[src/design/ipb_params.svh]
`ifndef IPB_PARAMS_SVH
`define IPB_PARAMS_SVH

// register byte offsets on the axi4-lite bus
`define IPB_OFF_TOTAL   8'h00
`define IPB_OFF_DEFGEO  8'h04
`define IPB_OFF_DEFSPT  8'h08
`define IPB_OFF_CURGEO  8'h0c
`define IPB_OFF_CURSPT  8'h10
`define IPB_OFF_MODE    8'h14
`define IPB_OFF_DMATIME 8'h18
`define IPB_OFF_PIOTIME 8'h1c
`define IPB_OFF_SATA    8'h20
`define IPB_OFF_CHAR    8'h24
`define IPB_OFF_STRLEN  8'h28
`define IPB_OFF_STATUS  8'h2c
`define IPB_OFF_WINDEX  8'h30
`define IPB_OFF_WDATA   8'h34

// identify fixed words, pad character and field lengths
`define IPB_WORD0_VAL   16'h045a
`define IPB_WORD50_VAL  16'h4000
`define IPB_WORD51_VAL  16'h0200
`define IPB_WORD53_VAL  16'h0007
`define IPB_WORD47_HI   8'h80
`define IPB_PAD_CHAR    8'h20
`define IPB_SER_LEN     5'd20
`define IPB_MOD_LEN     6'd40

// reset values of the writable fields
`define IPB_RST_CAP     4'hf
`define IPB_RST_MDMASUP 3'h7
`define IPB_RST_PIOSUP  2'h3
`define IPB_RST_TIME    16'h0078
`define IPB_RST_MAXMULT 8'h01
`define IPB_RST_SATACAP 11'h006
`define IPB_RST_SATAFT  7'h08

// cycle times in ns of the fastest modes
`define IPB_MDMA0_NS    16'h01e0
`define IPB_MDMA1_NS    16'h0096
`define IPB_MDMA2_NS    16'h0078
`define IPB_PIO3_NS     16'h00b4
`define IPB_PIO4_NS     16'h0078

`endif

[src/design/ipb_pkg.sv]
package ipb_pkg;
  typedef logic [15:0] ipb_word_t;
  typedef logic [7:0]  ipb_char_t;
  // selected multiword dma mode, none or mode 0..2
  typedef enum logic [1:0] {
    IPB_MDMA_NONE,
    IPB_MDMA_0,
    IPB_MDMA_1,
    IPB_MDMA_2
  } ipb_mdma_e;
endpackage

[src/design/ipb_identify_block.sv]
// Function
// - words 7-8 give total sectors, the first out-of-range block address
// - serial number in words 10-19, right aligned, padded with 20h
// - model number in words 27-46, left aligned, padded with 20h
// - word 47 gives the largest sectors per interrupt for multiple commands
// - word 49 bit 13 reads zero
// - word 49 bit 11 iordy supported, bit 10 iordy can be disabled
// - word 49 bit 9 lba supported, bit 8 dma supported
// - word 51 upper byte reads 02h
// - word 53 bits 0, 1 and 2 read one
// - words 54-56 current geometry, 57-58 their product; 3 and 6 defaults
// - word 59: bit 8 one, upper bits zero, low byte zero or one
// - words 60-61 give total sectors addressable by lba
// - word 63 upper byte one-hot selected multiword dma mode
// - word 63 lower byte lists supported multiword dma modes
// - word 64 bit 1 pio mode 4, bit 0 pio mode 3
// - word 65 never below the fastest supported dma mode cycle
// - word 66 never below word 65
// - word 67 at least word 68 when pio mode 3 or above
// - word 68 equals the fastest supported pio mode cycle
// - unsupported cycle-time fields read zero
// - word 76 reports serial link capabilities, bit 0 zero
// - word 78 reports serial link features, bit 0 zero
// - word 0 reads 045ah, non-removable
`timescale 1ns/1ps
`include "ipb_params.svh"

module ipb_identify_block (
  input  wire logic        clock,        // core clock, 40 mhz
  input  wire logic        rst,          // synchronous reset, active high
  input  wire logic        wordReqValid, // word read request
  input  wire logic [7:0]  wordReqIndex, // identify word number
  output logic             wordValid,    // answer pulse
  output logic [15:0]      wordData,     // answered word
  input  wire logic [7:0]  s_axi_awaddr, // write address
  input  wire logic        s_axi_awvalid,// write address valid
  output logic             s_axi_awready,// write address ready
  input  wire logic [31:0] s_axi_wdata,  // write data
  input  wire logic [3:0]  s_axi_wstrb,  // write byte strobes
  input  wire logic        s_axi_wvalid, // write data valid
  output logic             s_axi_wready, // write data ready
  output logic [1:0]       s_axi_bresp,  // write response
  output logic             s_axi_bvalid, // write response valid
  input  wire logic        s_axi_bready, // write response ready
  input  wire logic [7:0]  s_axi_araddr, // read address
  input  wire logic        s_axi_arvalid,// read address valid
  output logic             s_axi_arready,// read address ready
  output logic [31:0]      s_axi_rdata,  // read data
  output logic [1:0]       s_axi_rresp,  // read response
  output logic             s_axi_rvalid, // read data valid
  input  wire logic        s_axi_rready  // read data ready
);

  logic [31:0]       totalSec_r;
  logic [15:0]       defCyl_r;
  logic [15:0]       defHeads_r;
  logic [15:0]       defSpt_r;
  logic [7:0]        maxMult_r;
  logic [15:0]       curCyl_r;
  logic [15:0]       curHeads_r;
  logic [15:0]       curSpt_r;
  logic [7:0]        mult_r;
  logic [3:0]        cap_r;
  logic [2:0]        mdmaSup_r;
  ipb_pkg::ipb_mdma_e mdmaSel_r;
  logic [1:0]        pioSup_r;
  logic [15:0]       dmaMin_r;
  logic [15:0]       dmaRec_r;
  logic [15:0]       pioNoFc_r;
  logic [10:0]       sataCap_r;
  logic [6:0]        sataFeat_r;
  logic [4:0]        serLen_r;
  logic [5:0]        modLen_r;
  logic [7:0]        winIdx_r;
  logic [15:0]       reqCount_r;
  ipb_pkg::ipb_char_t serChars [20];
  ipb_pkg::ipb_char_t modChars [40];

  logic              awHeld_r;
  logic              wHeld_r;
  logic [7:0]        awAddr_r;
  logic [31:0]       wData_r;
  logic [3:0]        wStrb_r;
  logic              wrEn;
  logic [47:0]       capProd;
  logic [15:0]       dmaFloor;
  logic [15:0]       w65;
  logic [15:0]       w66;
  logic [15:0]       w67;
  logic [15:0]       w68;
  logic [7:0]        mdmaOneHot;

  function automatic logic [31:0] strbMerge(input logic [31:0] old,
                                            input logic [31:0] nw,
                                            input logic [3:0]  strb);
    logic [31:0] res;
    res = old;
    for (int b = 0; b < 4; b++) begin
      if (strb[b]) begin
        res[8*b +: 8] = nw[8*b +: 8];
      end
    end
    return res;
  endfunction

  function automatic logic wrHit(input logic [7:0] off);
    return wrEn && (awAddr_r == off);
  endfunction

  // serial text sits at the right end of its field
  function automatic ipb_pkg::ipb_char_t serChar(input logic [4:0] p);
    logic [4:0] pad;
    logic [4:0] src;
    pad = `IPB_SER_LEN - serLen_r;
    src = p - pad;
    if (p < pad) begin
      return `IPB_PAD_CHAR;
    end
    return serChars[src];
  endfunction

  // model text sits at the left end of its field
  function automatic ipb_pkg::ipb_char_t modChar(input logic [5:0] p);
    if (p >= modLen_r) begin
      return `IPB_PAD_CHAR;
    end
    return modChars[p];
  endfunction

  function automatic ipb_pkg::ipb_word_t identWord(input logic [7:0] idx);
    logic [7:0] k;
    ipb_pkg::ipb_word_t w;
    k = 8'h00;
    w = 16'h0000;
    if (idx >= 8'd10 && idx <= 8'd19) begin
      k = idx - 8'd10;
      w = {serChar({k[3:0], 1'b0}), serChar({k[3:0], 1'b1})};
    end else if (idx >= 8'd27 && idx <= 8'd46) begin
      k = idx - 8'd27;
      w = {modChar({k[4:0], 1'b0}), modChar({k[4:0], 1'b1})};
    end else begin
      unique case (idx)
        8'd0:  w = `IPB_WORD0_VAL;
        8'd1:  w = defCyl_r;
        8'd3:  w = defHeads_r;
        8'd6:  w = defSpt_r;
        8'd7:  w = totalSec_r[15:0];
        8'd8:  w = totalSec_r[31:16];
        8'd47: w = {`IPB_WORD47_HI, maxMult_r};
        8'd49: w = {4'h0, cap_r, 8'h00};
        8'd50: w = `IPB_WORD50_VAL;
        8'd51: w = `IPB_WORD51_VAL;
        8'd53: w = `IPB_WORD53_VAL;
        8'd54: w = curCyl_r;
        8'd55: w = curHeads_r;
        8'd56: w = curSpt_r;
        8'd57: w = capProd[15:0];
        8'd58: w = capProd[31:16];
        8'd59: w = {7'h00, 1'b1, mult_r};
        8'd60: w = totalSec_r[15:0];
        8'd61: w = totalSec_r[31:16];
        8'd63: w = {mdmaOneHot, 5'h00, mdmaSup_r};
        8'd64: w = {14'h0000, pioSup_r};
        8'd65: w = w65;
        8'd66: w = w66;
        8'd67: w = w67;
        8'd68: w = w68;
        8'd76: w = {5'h00, sataCap_r};
        8'd78: w = {9'h000, sataFeat_r};
        default: w = 16'h0000;
      endcase
    end
    return w;
  endfunction

  // ---------------- derived identify fields
  assign capProd = 48'(curCyl_r) * 48'(curHeads_r) * 48'(curSpt_r);

  always_comb begin
    unique case (mdmaSel_r)
      ipb_pkg::IPB_MDMA_0: mdmaOneHot = 8'h01;
      ipb_pkg::IPB_MDMA_1: mdmaOneHot = 8'h02;
      ipb_pkg::IPB_MDMA_2: mdmaOneHot = 8'h04;
      ipb_pkg::IPB_MDMA_NONE: mdmaOneHot = 8'h00;
    endcase
  end

  always_comb begin
    if (mdmaSup_r[2]) begin
      dmaFloor = `IPB_MDMA2_NS;
    end else if (mdmaSup_r[1]) begin
      dmaFloor = `IPB_MDMA1_NS;
    end else begin
      dmaFloor = `IPB_MDMA0_NS;
    end
  end

  always_comb begin
    if (mdmaSup_r == 3'h0) begin
      w65 = 16'h0000;
      w66 = 16'h0000;
    end else begin
      w65 = (dmaMin_r < dmaFloor) ? dmaFloor : dmaMin_r;
      w66 = (dmaRec_r < w65) ? w65 : dmaRec_r;
    end
    if (pioSup_r == 2'h0) begin
      w68 = 16'h0000;
      w67 = 16'h0000;
    end else begin
      w68 = pioSup_r[1] ? `IPB_PIO4_NS : `IPB_PIO3_NS;
      w67 = (pioNoFc_r < w68) ? w68 : pioNoFc_r;
    end
  end

  // ---------------- word port
  always_ff @(posedge clock) begin
    if (rst) begin
      wordValid  <= 1'b0;
      wordData   <= 16'h0000;
      reqCount_r <= 16'h0000;
    end else begin
      wordValid <= wordReqValid;
      if (wordReqValid) begin
        wordData   <= identWord(wordReqIndex);
        reqCount_r <= reqCount_r + 16'h0001;
      end
    end
  end

  // ---------------- axi4-lite write channels
  assign s_axi_awready = !awHeld_r;
  assign s_axi_wready  = !wHeld_r;
  assign wrEn          = awHeld_r && wHeld_r && !s_axi_bvalid;
  assign s_axi_bresp   = 2'h0;

  always_ff @(posedge clock) begin
    if (rst) begin
      awHeld_r     <= 1'b0;
      wHeld_r      <= 1'b0;
      awAddr_r     <= 8'h00;
      wData_r      <= 32'h0000_0000;
      wStrb_r      <= 4'h0;
      s_axi_bvalid <= 1'b0;
    end else begin
      if (s_axi_awvalid && !awHeld_r) begin
        awHeld_r <= 1'b1;
        awAddr_r <= {s_axi_awaddr[7:2], 2'b00};
      end else if (wrEn) begin
        awHeld_r <= 1'b0;
      end
      if (s_axi_wvalid && !wHeld_r) begin
        wHeld_r <= 1'b1;
        wData_r <= s_axi_wdata;
        wStrb_r <= s_axi_wstrb;
      end else if (wrEn) begin
        wHeld_r <= 1'b0;
      end
      if (wrEn) begin
        s_axi_bvalid <= 1'b1;
      end else if (s_axi_bready) begin
        s_axi_bvalid <= 1'b0;
      end
    end
  end

  // ---------------- configuration registers
  logic [31:0] mrg;
  assign mrg = strbMerge(32'h0000_0000, wData_r, wStrb_r);

  always_ff @(posedge clock) begin
    if (rst) begin
      totalSec_r <= 32'h0000_0000;
      defCyl_r   <= 16'h0000;
      defHeads_r <= 16'h0000;
      defSpt_r   <= 16'h0000;
      maxMult_r  <= `IPB_RST_MAXMULT;
      curCyl_r   <= 16'h0000;
      curHeads_r <= 16'h0000;
      curSpt_r   <= 16'h0000;
    end else begin
      if (wrHit(`IPB_OFF_TOTAL)) begin
        totalSec_r <= strbMerge(totalSec_r, wData_r, wStrb_r);
      end
      if (wrHit(`IPB_OFF_DEFGEO)) begin
        {defHeads_r, defCyl_r} <=
          strbMerge({defHeads_r, defCyl_r}, wData_r, wStrb_r);
      end
      if (wrHit(`IPB_OFF_DEFSPT)) begin
        {maxMult_r, defSpt_r} <= 24'(
          strbMerge({8'h00, maxMult_r, defSpt_r}, wData_r, wStrb_r));
      end
      if (wrHit(`IPB_OFF_CURGEO)) begin
        {curHeads_r, curCyl_r} <=
          strbMerge({curHeads_r, curCyl_r}, wData_r, wStrb_r);
      end
      if (wrHit(`IPB_OFF_CURSPT)) begin
        curSpt_r <= 16'(strbMerge({16'h0000, curSpt_r}, wData_r, wStrb_r));
      end
    end
  end

  // multiple sector setting is clamped to zero or one
  always_ff @(posedge clock) begin
    if (rst) begin
      mult_r <= 8'h00;
    end else if (wrHit(`IPB_OFF_CURSPT) && wStrb_r[2]) begin
      mult_r <= (wData_r[23:16] != 8'h00) ? 8'h01 : 8'h00;
    end
  end

  always_ff @(posedge clock) begin
    if (rst) begin
      cap_r     <= `IPB_RST_CAP;
      mdmaSup_r <= `IPB_RST_MDMASUP;
      mdmaSel_r <= ipb_pkg::IPB_MDMA_NONE;
      pioSup_r  <= `IPB_RST_PIOSUP;
    end else if (wrHit(`IPB_OFF_MODE)) begin
      if (wStrb_r[0]) begin
        cap_r     <= mrg[3:0];
        mdmaSup_r <= mrg[6:4];
      end
      if (wStrb_r[1]) begin
        mdmaSel_r <= ipb_pkg::ipb_mdma_e'(mrg[9:8]);
        pioSup_r  <= mrg[13:12];
      end
    end
  end

  always_ff @(posedge clock) begin
    if (rst) begin
      dmaMin_r  <= `IPB_RST_TIME;
      dmaRec_r  <= `IPB_RST_TIME;
      pioNoFc_r <= `IPB_RST_TIME;
    end else begin
      if (wrHit(`IPB_OFF_DMATIME)) begin
        {dmaRec_r, dmaMin_r} <=
          strbMerge({dmaRec_r, dmaMin_r}, wData_r, wStrb_r);
      end
      if (wrHit(`IPB_OFF_PIOTIME)) begin
        pioNoFc_r <= 16'(strbMerge({16'h0000, pioNoFc_r}, wData_r, wStrb_r));
      end
    end
  end

  always_ff @(posedge clock) begin
    if (rst) begin
      sataCap_r  <= `IPB_RST_SATACAP;
      sataFeat_r <= `IPB_RST_SATAFT;
    end else if (wrHit(`IPB_OFF_SATA)) begin
      sataCap_r  <= {mrg[10:8], 5'h00, mrg[2:1], 1'b0};
      sataFeat_r <= {mrg[22:17], 1'b0};
    end
  end

  // character store; lengths are clamped to the field sizes
  always_ff @(posedge clock) begin
    if (rst) begin
      serLen_r <= 5'h00;
      modLen_r <= 6'h00;
      winIdx_r <= 8'h00;
    end else begin
      if (wrHit(`IPB_OFF_STRLEN)) begin
        serLen_r <= (mrg[4:0] > `IPB_SER_LEN) ? `IPB_SER_LEN : mrg[4:0];
        modLen_r <= (mrg[13:8] > `IPB_MOD_LEN) ? `IPB_MOD_LEN : mrg[13:8];
      end
      if (wrHit(`IPB_OFF_WINDEX)) begin
        winIdx_r <= mrg[7:0];
      end
    end
  end

  always_ff @(posedge clock) begin
    if (rst) begin
      for (int i = 0; i < 20; i++) begin
        serChars[i] <= `IPB_PAD_CHAR;
      end
      for (int i = 0; i < 40; i++) begin
        modChars[i] <= `IPB_PAD_CHAR;
      end
    end else if (wrHit(`IPB_OFF_CHAR) && wStrb_r[0]) begin
      if (!wData_r[16] && wData_r[13:8] < 6'd20) begin
        serChars[wData_r[12:8]] <= wData_r[7:0];
      end else if (wData_r[16] && wData_r[13:8] < 6'd40) begin
        modChars[wData_r[13:8]] <= wData_r[7:0];
      end
    end
  end

  // ---------------- axi4-lite read channels
  logic [31:0] rdMux;
  logic        rdOk;

  always_comb begin
    rdOk  = 1'b1;
    rdMux = 32'h0000_0000;
    unique case ({s_axi_araddr[7:2], 2'b00})
      `IPB_OFF_TOTAL:   rdMux = totalSec_r;
      `IPB_OFF_DEFGEO:  rdMux = {defHeads_r, defCyl_r};
      `IPB_OFF_DEFSPT:  rdMux = {8'h00, maxMult_r, defSpt_r};
      `IPB_OFF_CURGEO:  rdMux = {curHeads_r, curCyl_r};
      `IPB_OFF_CURSPT:  rdMux = {8'h00, mult_r, curSpt_r};
      `IPB_OFF_MODE:    rdMux = {18'h00000, pioSup_r, 2'h0, mdmaSel_r,
                                 1'b0, mdmaSup_r, cap_r};
      `IPB_OFF_DMATIME: rdMux = {dmaRec_r, dmaMin_r};
      `IPB_OFF_PIOTIME: rdMux = {16'h0000, pioNoFc_r};
      `IPB_OFF_SATA:    rdMux = {9'h000, sataFeat_r[6:1], 6'h00, sataCap_r};
      `IPB_OFF_CHAR:    rdMux = 32'h0000_0000;
      `IPB_OFF_STRLEN:  rdMux = {18'h00000, modLen_r, 3'h0, serLen_r};
      `IPB_OFF_STATUS:  rdMux = {13'h0000, (w67 != pioNoFc_r),
                                 (w66 != dmaRec_r), (w65 != dmaMin_r),
                                 reqCount_r};
      `IPB_OFF_WINDEX:  rdMux = {24'h000000, winIdx_r};
      `IPB_OFF_WDATA:   rdMux = {16'h0000, identWord(winIdx_r)};
      default:          rdOk  = 1'b0;
    endcase
  end

  assign s_axi_arready = !s_axi_rvalid;

  always_ff @(posedge clock) begin
    if (rst) begin
      s_axi_rvalid <= 1'b0;
      s_axi_rdata  <= 32'h0000_0000;
      s_axi_rresp  <= 2'h0;
    end else if (s_axi_arvalid && !s_axi_rvalid) begin
      s_axi_rvalid <= 1'b1;
      s_axi_rdata  <= rdMux;
      s_axi_rresp  <= rdOk ? 2'h0 : 2'h2;
    end else if (s_axi_rready) begin
      s_axi_rvalid <= 1'b0;
    end
  end

  // ---------------- assertions
  AST_TOTAL_LSW: assert property (@(posedge clock) disable iff (rst)
    wordReqValid && wordReqIndex == 8'd7 |=>
      wordValid && wordData == $past(totalSec_r[15:0]))
    else $error("word 7 does not carry the total sector count");

  AST_SERIAL_PAD: assert property (@(posedge clock) disable iff (rst)
    wordReqValid && wordReqIndex == 8'd10 && serLen_r <= 5'd18 |=>
      wordData == 16'h2020)
    else $error("serial field not padded on the left");

  AST_MODEL_PAD: assert property (@(posedge clock) disable iff (rst)
    wordReqValid && wordReqIndex == 8'd46 && modLen_r <= 6'd38 |=>
      wordData == 16'h2020)
    else $error("model field not padded on the right");

  AST_CAP_BITS: assert property (@(posedge clock) disable iff (rst)
    wordReqValid && wordReqIndex == 8'd49 |=>
      wordData[13] == 1'b0 && wordData[11:8] == $past(cap_r))
    else $error("capabilities word wrong");

  AST_VALID_53: assert property (@(posedge clock) disable iff (rst)
    wordReqValid && wordReqIndex == 8'd53 |=> wordData == 16'h0007)
    else $error("field validity word wrong");

  AST_MULT_59: assert property (@(posedge clock) disable iff (rst)
    wordReqValid && wordReqIndex == 8'd59 |=>
      wordData[15:8] == 8'h01 && wordData[7:0] <= 8'h01)
    else $error("multiple sector setting word wrong");

  AST_DMA_ONEHOT: assert property (@(posedge clock) disable iff (rst)
    $onehot0(mdmaOneHot) && mdmaOneHot[7:3] == 5'h00)
    else $error("more than one dma mode selected");

  AST_DMA_FLOOR: assert property (@(posedge clock) disable iff (rst)
    mdmaSup_r != 3'h0 |-> w65 >= dmaFloor && w66 >= w65)
    else $error("dma cycle times out of order");

  AST_PIO_ORDER: assert property (@(posedge clock) disable iff (rst)
    pioSup_r[1] |-> w68 == 16'h0078 && w67 >= w68)
    else $error("pio cycle times out of order");

  AST_UNSUP_ZERO: assert property (@(posedge clock) disable iff (rst)
    wordReqValid && wordReqIndex == 8'd65 && mdmaSup_r == 3'h0 |=>
      wordData == 16'h0000)
    else $error("unsupported cycle field not zero");

  AST_WORD0: assert property (@(posedge clock) disable iff (rst)
    wordReqValid && wordReqIndex == 8'd0 |=> wordData == 16'h045a)
    else $error("general configuration word wrong");

  AST_RESERVED: assert property (@(posedge clock) disable iff (rst)
    wordReqValid && wordReqIndex == 8'd70 ##1 !wordReqValid |=>
      $stable(wordData) && wordData == 16'h0000)
    else $error("reserved word not zero");

endmodule // ipb_identify_block

[config.mk]
export PLATFORM = sky130hd
export DESIGN_NAME = ipb_identify_block
export DESIGN_NICKNAME = d
export VERILOG_FILES = /design/src/design/ipb_pkg.sv /design/src/design/ipb_identify_block.sv
export VERILOG_INCLUDE_DIRS = /design/src /design/src/design
export SDC_FILE = /design/constraint.sdc
export NUM_CORES = 2
export LEC_CHECK = 0
export BUFFER_PORTS_ARGS = -buffer_cell sky130_fd_sc_hd__buf_2
export CORE_MARGIN = 3
export CORE_UTILIZATION = 45
export DETAILED_ROUTE_END_ITERATION = 8
export PLACE_DENSITY_LB_ADDON = 0.12
export SYNTH_ARGS = -nofsm -noshare
export SYNTH_HDL_FRONTEND = slang
export SYNTH_SLANG_ARGS = --single-unit
export TNS_END_PERCENT = 1
[constraint.sdc]
create_clock -name clock -period 15.4 [get_ports clock]
set_clock_uncertainty 0.2 [all_clocks]
set_input_delay 4.62 -clock clock [delete_from_list [all_inputs] [get_ports clock]]
set_output_delay 4.62 -clock clock [all_outputs]
set_load 0.03 [all_outputs]
* Word level (Yosys, flattened, before mapping)
Memories as Yosys holds them, arrays and structs flattened.
Index checks and enable logic that the tools add are counted.
** Storage, ports and cells
- Memories kept :: 2
- Output and inout bits :: 58
- Word-level logic and storage cells :: 336
- Bits in read-only memories :: 0
- RAM bits :: 480
- Flip-flop bits (word level) :: 346
- Bits in latches :: 0
** Memories
- modChars :: depth 40, bits a word 8, rd ports 4, clocked after memory_dff 0, write ports 40, line ipb_identify_block.sv:77 : ipb_pkg::ipb_char_t modChars [40];
- serChars :: depth 20, bits a word 8, rd ports 4, clocked after memory_dff 0, write ports 20, line ipb_identify_block.sv:76 : ipb_pkg::ipb_char_t serChars [20];
** Operators by class
- Div/mod/pow operators :: 0
- Shift-type cells :: 0
- Muxes and demuxes :: 98
- Bitwise gates (word level) :: 0
- Multiply operators :: 2
- Eq/ne operators :: 82
- $add $sub $neg :: 10
- Order comparisons :: 23
- Reductions and logical operators :: 74
** Operator list (number)
- one-hot mux 16 bit (25 select lines) :: 2
- one-hot mux 32 bit (13 select lines) :: 1
- equality test 8 x 6 -> 1 bit (second input constant) :: 28
- two-way mux 8 bit :: 21
- two-way mux 16 bit :: 10
- equality test 8 x 7 -> 1 bit (second input constant) :: 14
- equality test 6 x 4 -> 1 bit (second input constant) :: 10
- two-way mux 1 bit :: 54
- AND reduction 2 bit :: 25
- equality test 6 x 3 -> 1 bit (second input constant) :: 8
- inequality test 16 bit :: 3
- equality test 8 x 3 -> 1 bit (second input constant) :: 4
- < comparator 16 bit :: 2
- multiplier 16 x 16 -> 32 bit :: 1
- multiplier 32 x 16 -> 32 bit :: 1
- one-hot mux 8 bit (4 select lines) :: 1
- logical AND 1 bit :: 25
- equality test 6 x 2 -> 1 bit (second input constant) :: 4
- greater-or-equal comparator 6 bit :: 4
- logical NOT 8 bit :: 3
- < comparator 5 bit :: 4
- subtractor 5 bit :: 4
- two-way mux 6 bit :: 3
- two-way mux 9 bit :: 2
- 31 further kinds :: 55

* Logic depth before layout (Yosys ltp)
- Word-level depth :: 11
- Mapped depth :: 48
- Depth with buffers taken out :: 45

* Worst setup path after synthesis
Ideal clock, no wire load.
- Kind :: reg-to-reg
- Start :: register curHeads_r[1]
- End :: register wordData[15]
- Arrival :: 11.677 ns
- Cell stages (with the launch flop) :: 45
- Setup slack :: 3.391 ns
- Clock period less this slack :: 12.009 ns
- Setup time :: 0.132 ns
- Path through :: dfxtp_1 clkbuf_1 clkbuf_1 nand2_1 fa_1 fa_1 inv_1 fa_1 fa_1 fa_1 inv_1 fa_1 inv_1 ha_1 a21oi_1 o21ai_0 a32o_1 a311o_1 [... 9 more ...] fa_1 inv_1 fa_1 inv_1 ha_1 a21o_1 a21o_1 a21o_1 a21o_1 a21o_1 nor3_1 a21oi_1 a31o_2 a31oi_1 xnor3_1 xnor3_1 a221oi_2 nor3_1
** On the way
- Longest elaborated chain between the ends :: 5
** RTL lines
- start, declared :: line ipb_identify_block.sv:60 : logic [15:0] curHeads_r;
- start signal, assigned :: line ipb_identify_block.sv:293 : {curHeads_r, curCyl_r} <=
- multiplier 16 x 16 -> 32 bit :: line ipb_identify_block.sv:177 : assign capProd = 48'(curCyl_r) * 48'(curHeads_r) * 48'(curSpt_r);
- multiplier 32 x 16 -> 32 bit :: line ipb_identify_block.sv:177
- one-hot mux 16 bit (25 select lines) :: line ipb_identify_block.sv:142 : unique case (idx)
- two-way mux 16 bit :: line ipb_identify_block.sv:138 : end else if (idx >= 8'd27 && idx <= 8'd46) begin
- two-way mux 16 bit :: line ipb_identify_block.sv:135 : if (idx >= 8'd10 && idx <= 8'd19) begin
- end signal, assigned :: line ipb_identify_block.sv:224 : wordData <= identWord(wordReqIndex);
- end, declared :: line ipb_identify_block.sv:34 : output logic [15:0] wordData,
No other way between the ends.
A chain may end at the register's enable or synchronous reset.

* Worst setup path after layout
- Start :: register curHeads_r[2]
- End :: register wordData[15]
Same word-level chain as after synthesis.

==> results.json <==
{
  "ys_ff_latch": 1106,
  "slowest_stage": "dfxtp_1",
  "p_sw_share_pct": 25.76,
  "synthAdderAreaFrac_pct": 15.48,
  "yosys-top-cells-area": "edfxtp_1 28%, mux4_2 17%, fa_1 12%",
  "ys_types": 88,
  "yosys.area_share.simple_pct": 14.21,
  "worst_ir_drop_vdd_mv": 0.1188,
  "rsz0062_at_grt": "false",
  "cts_resized": 0,
  "period_needed_ns": 13.93,
  "n_fill_cell": 16641,
  "path_buf_inv": 9,
  "maxCapViolCount": 0,
  "worst_pin_slew_ns": 1.472,
  "drive_gt1_share_pct": 17.12,
  "synth-compound-area-share_pct": 8.499,
  "via_per_inst": 6.245,
  "hpwl_microns": 245700,
  "whs_ns": 0.2520,
  "crit_family": "adder cells",
  "pwr-share-comb_pct": 9.8,
  "clock_path_buffers": 3,
  "path_clk_slew_ns": 0.06,
  "setup_viol": 0,
  "min-delay-path-class": "flip-flop to flip-flop",
  "synth_top_family_by_area": "multiplexers",
  "htreeDepth": 3,
  "route.detailed.drc": 0,
  "root_buffer": "clkbuf_16",
  "synthArstFlopShare_pct": 0,
  "cts_buffers": 120,
  "min_path_cells": 2,
  "area_delta_synth_final_pct": 10.91,
  "numPortBuffers": 118,
  "path_class": "flip-flop to flip-flop",
  "start_kind": "flip-flop",
  "slew_headroom_pct": 1.873,
  "critPathMaxFanout": 20,
  "grt_max_degree": 100,
  "cts_hold_buf": 0,
  "cts_setup_buffers": 0,
  "row_count": 157,
  "grt_pass1_wl_microns": 477800,
  "clock_power_share_pct": 42.7,
  "crit_cells": 43,
  "yosys_warnings": 0,
  "maxSlewViolCount": 0,
  "die_area_sq_um": 190600,
  "gr-total-overflow": 0,
  "insertion_delay_ns": 0.80,
  "core_sq_um": 183700,
  "fin_setup_tns_ns": 0,
  "netlist.area_leader.share_pct": 27.65,
  "drtIter0Drc": 7331,
  "synth_common_cells": "787 x nand2_1, 768 x edfxtp_1, 703 x and2_1, 640 x mux4_2, 631 x inv_1",
  "synth-seq-area-share_pct": 35.76,
  "utilization_pct": 50.37,
  "cp-end-kind": "flip-flop",
  "synthesis.area_sq_um": 83420,
  "fin_crit_sh_pct": 90.46,
  "synth_edf_count": 768,
  "wire_per_inst_microns": 32.65,
  "reg2reg_depth": 43,
  "finalWeightedCongestion": 1.061,
  "r2r_slack_ns": 1.47,
  "final_net_count": 8451,
  "io_pins": 126,
  "finalPower_mw": 7.106,
  "syn_avg_cell_area_sq_um": 11.21,
  "preCtsSetupSlack_ns": 1.531,
  "ant_nets": 0,
  "track_usage_pct": 34.93,
  "synth_ff_type": "edfxtp_1",
  "timing.fmax_mhz": 71.79,
  "synth.mux.area_fraction_pct": 19.15,
  "die_h_microns": 436.6,
  "vias": 63895,
  "path_common_cell": "fa_1",
  "p_int_mw": 5.275,
  "yosysMostFrequentCell": "nand2_1",
  "slowest_delay_ns": 1.03,
  "drt-pass1-iter-count": 7,
  "outcome": "finished clean",
  "clock-sinks": 1106,
  "drt-total-wl_microns": 334000,
  "p_per_area_nw_per_um2": 76.80,
  "final_hold_viol_count": 0,
  "yosys.area_share.xor_xnor_pct": 1.282,
  "fp.dieW_microns": 436.6,
  "layout_setup_ws_ns": 1.470,
  "start_util_pct": 45.42,
  "p_leak_nw": 34.76,
  "cts_tree": "yes",
  "arrival_ns": 14.33,
  "seqPwrFrac_pct": 47.5,
  "yosys.area.top_type": "edfxtp_1",
  "switchingPower_mw": 1.830,
  "grt_pass1_vias": 64110,
  "worstPathRequired_ns": 15.80,
  "synthCells": 7439,
  "antenna_found_initial": 25
}
-- state kept, by name, summed over array words and instances, names as in the netlist, 32 cells and up --
register / count
modChars: 512
s_axi_rdata: 32
serChars: 256
totalSec_r: 32
wData_r: 32
-- cells in the final DEF (no fill, tap or decap), types with 25 or more instances in the layout --
master	instances
nand2b_1	33
inv_1	631
buf_2	116
o21ai_0	179
a222oi_1	51
a21oi_1	353
nor3_1	52
nand2_1	787
xor2_1	40
a21o_1	52
a211oi_1	25
mux2i_1	150
nand4_1	39
dfxtp_1	326
and3_1	56
xnor2_1	52
nor2b_1	27
nand3_1	219
fa_1	500
and2_1	704
mux4_2	640
or3_1	70
a22oi_1	78
clkbuf_16	124
ha_1	228
buf_4	278
conb_1	291
edfxtp_1	768
a22o_1	35
a221oi_1	77
o211ai_1	29
nor2_1	319
-- power groups by stage --
stage	combinational (mW)	clock, mW	sequential, mW
detailed placement	0.685	0	3.44
floorplan	0.418	0	3.40
global route	0.725	3.20	3.39
finish	0.695	3.03	3.38
CTS	0.687	3.07	3.37
global placement	0.681	0	3.43
-- final timing paths --
kind	endpoint	from
setup reg to reg	wordData[15]	curHeads_r[2]
hold reg to reg	wStrb_r[1]	wStrb_r[1]
hold / removal	wStrb_r[1]	wStrb_r[1]
setup / recovery	wordData[15]	curHeads_r[2]
-- per-layer routing --
layer,share of wire (%),GRT usage (%)
met5,0.017,0
met4,7.1,20.83
met3,8.1,7.010
met2,47,55.53
met1,38,44.31
-- logic make-up (layout without fill, tap and decap cells) --
| logic type | after synthesis | in the layout |
|---|---|---|
| flip-flops | 1106 | 1106 |
| adder cells (fa/ha/maj) | 732 | 732 |
| multiplexers | 795 | 795 |
| XOR/XNOR | 111 | 111 |
| AO/OA/AOI/OAI | 1066 | 1066 |
| AND/OR/NAND/NOR | 2389 | 2389 |
| buffers and inverters | 1239 | 1268 |
| other | 1 | 300 |
-- worst reg2reg max path: cells and delay by family (launching register included) --
kind | cells | cell delay [ns]
xor gates and xnor gates | 3 | 1.06
and+or+nand+nor | 7 | 1.14
buffers and inverters | 9 | 0.68
adders and majority gates | 14 | 6.87
DFF | 1 | 1.03
AOI/OAI and AO/OA | 10 | 2.76
-- layout make-up --
cell class,instances,area [sq um],area share [%]
multi-input cells,5384,50270,54.33
flip-flops and latches,1106,29870,32.28
clock buffers,154,3296,3.562
well taps,2464,3083,3.332
repair buffers,400,2769,2.993
inverters,639,2401,2.595
clock inverters,75,812.0,0.8777
diodes,9,22.52,0.02434
-- per-stage QoR --
step	cells	instance area, sq um
after floorplan	7729	84510
after global placement	9992	88380
after detailed placement	9992	88380
after CTS	10221	92480
after global routing	10226	92510
final	10231	92520
Note: power is estimated with default switching activity, not from simulation.
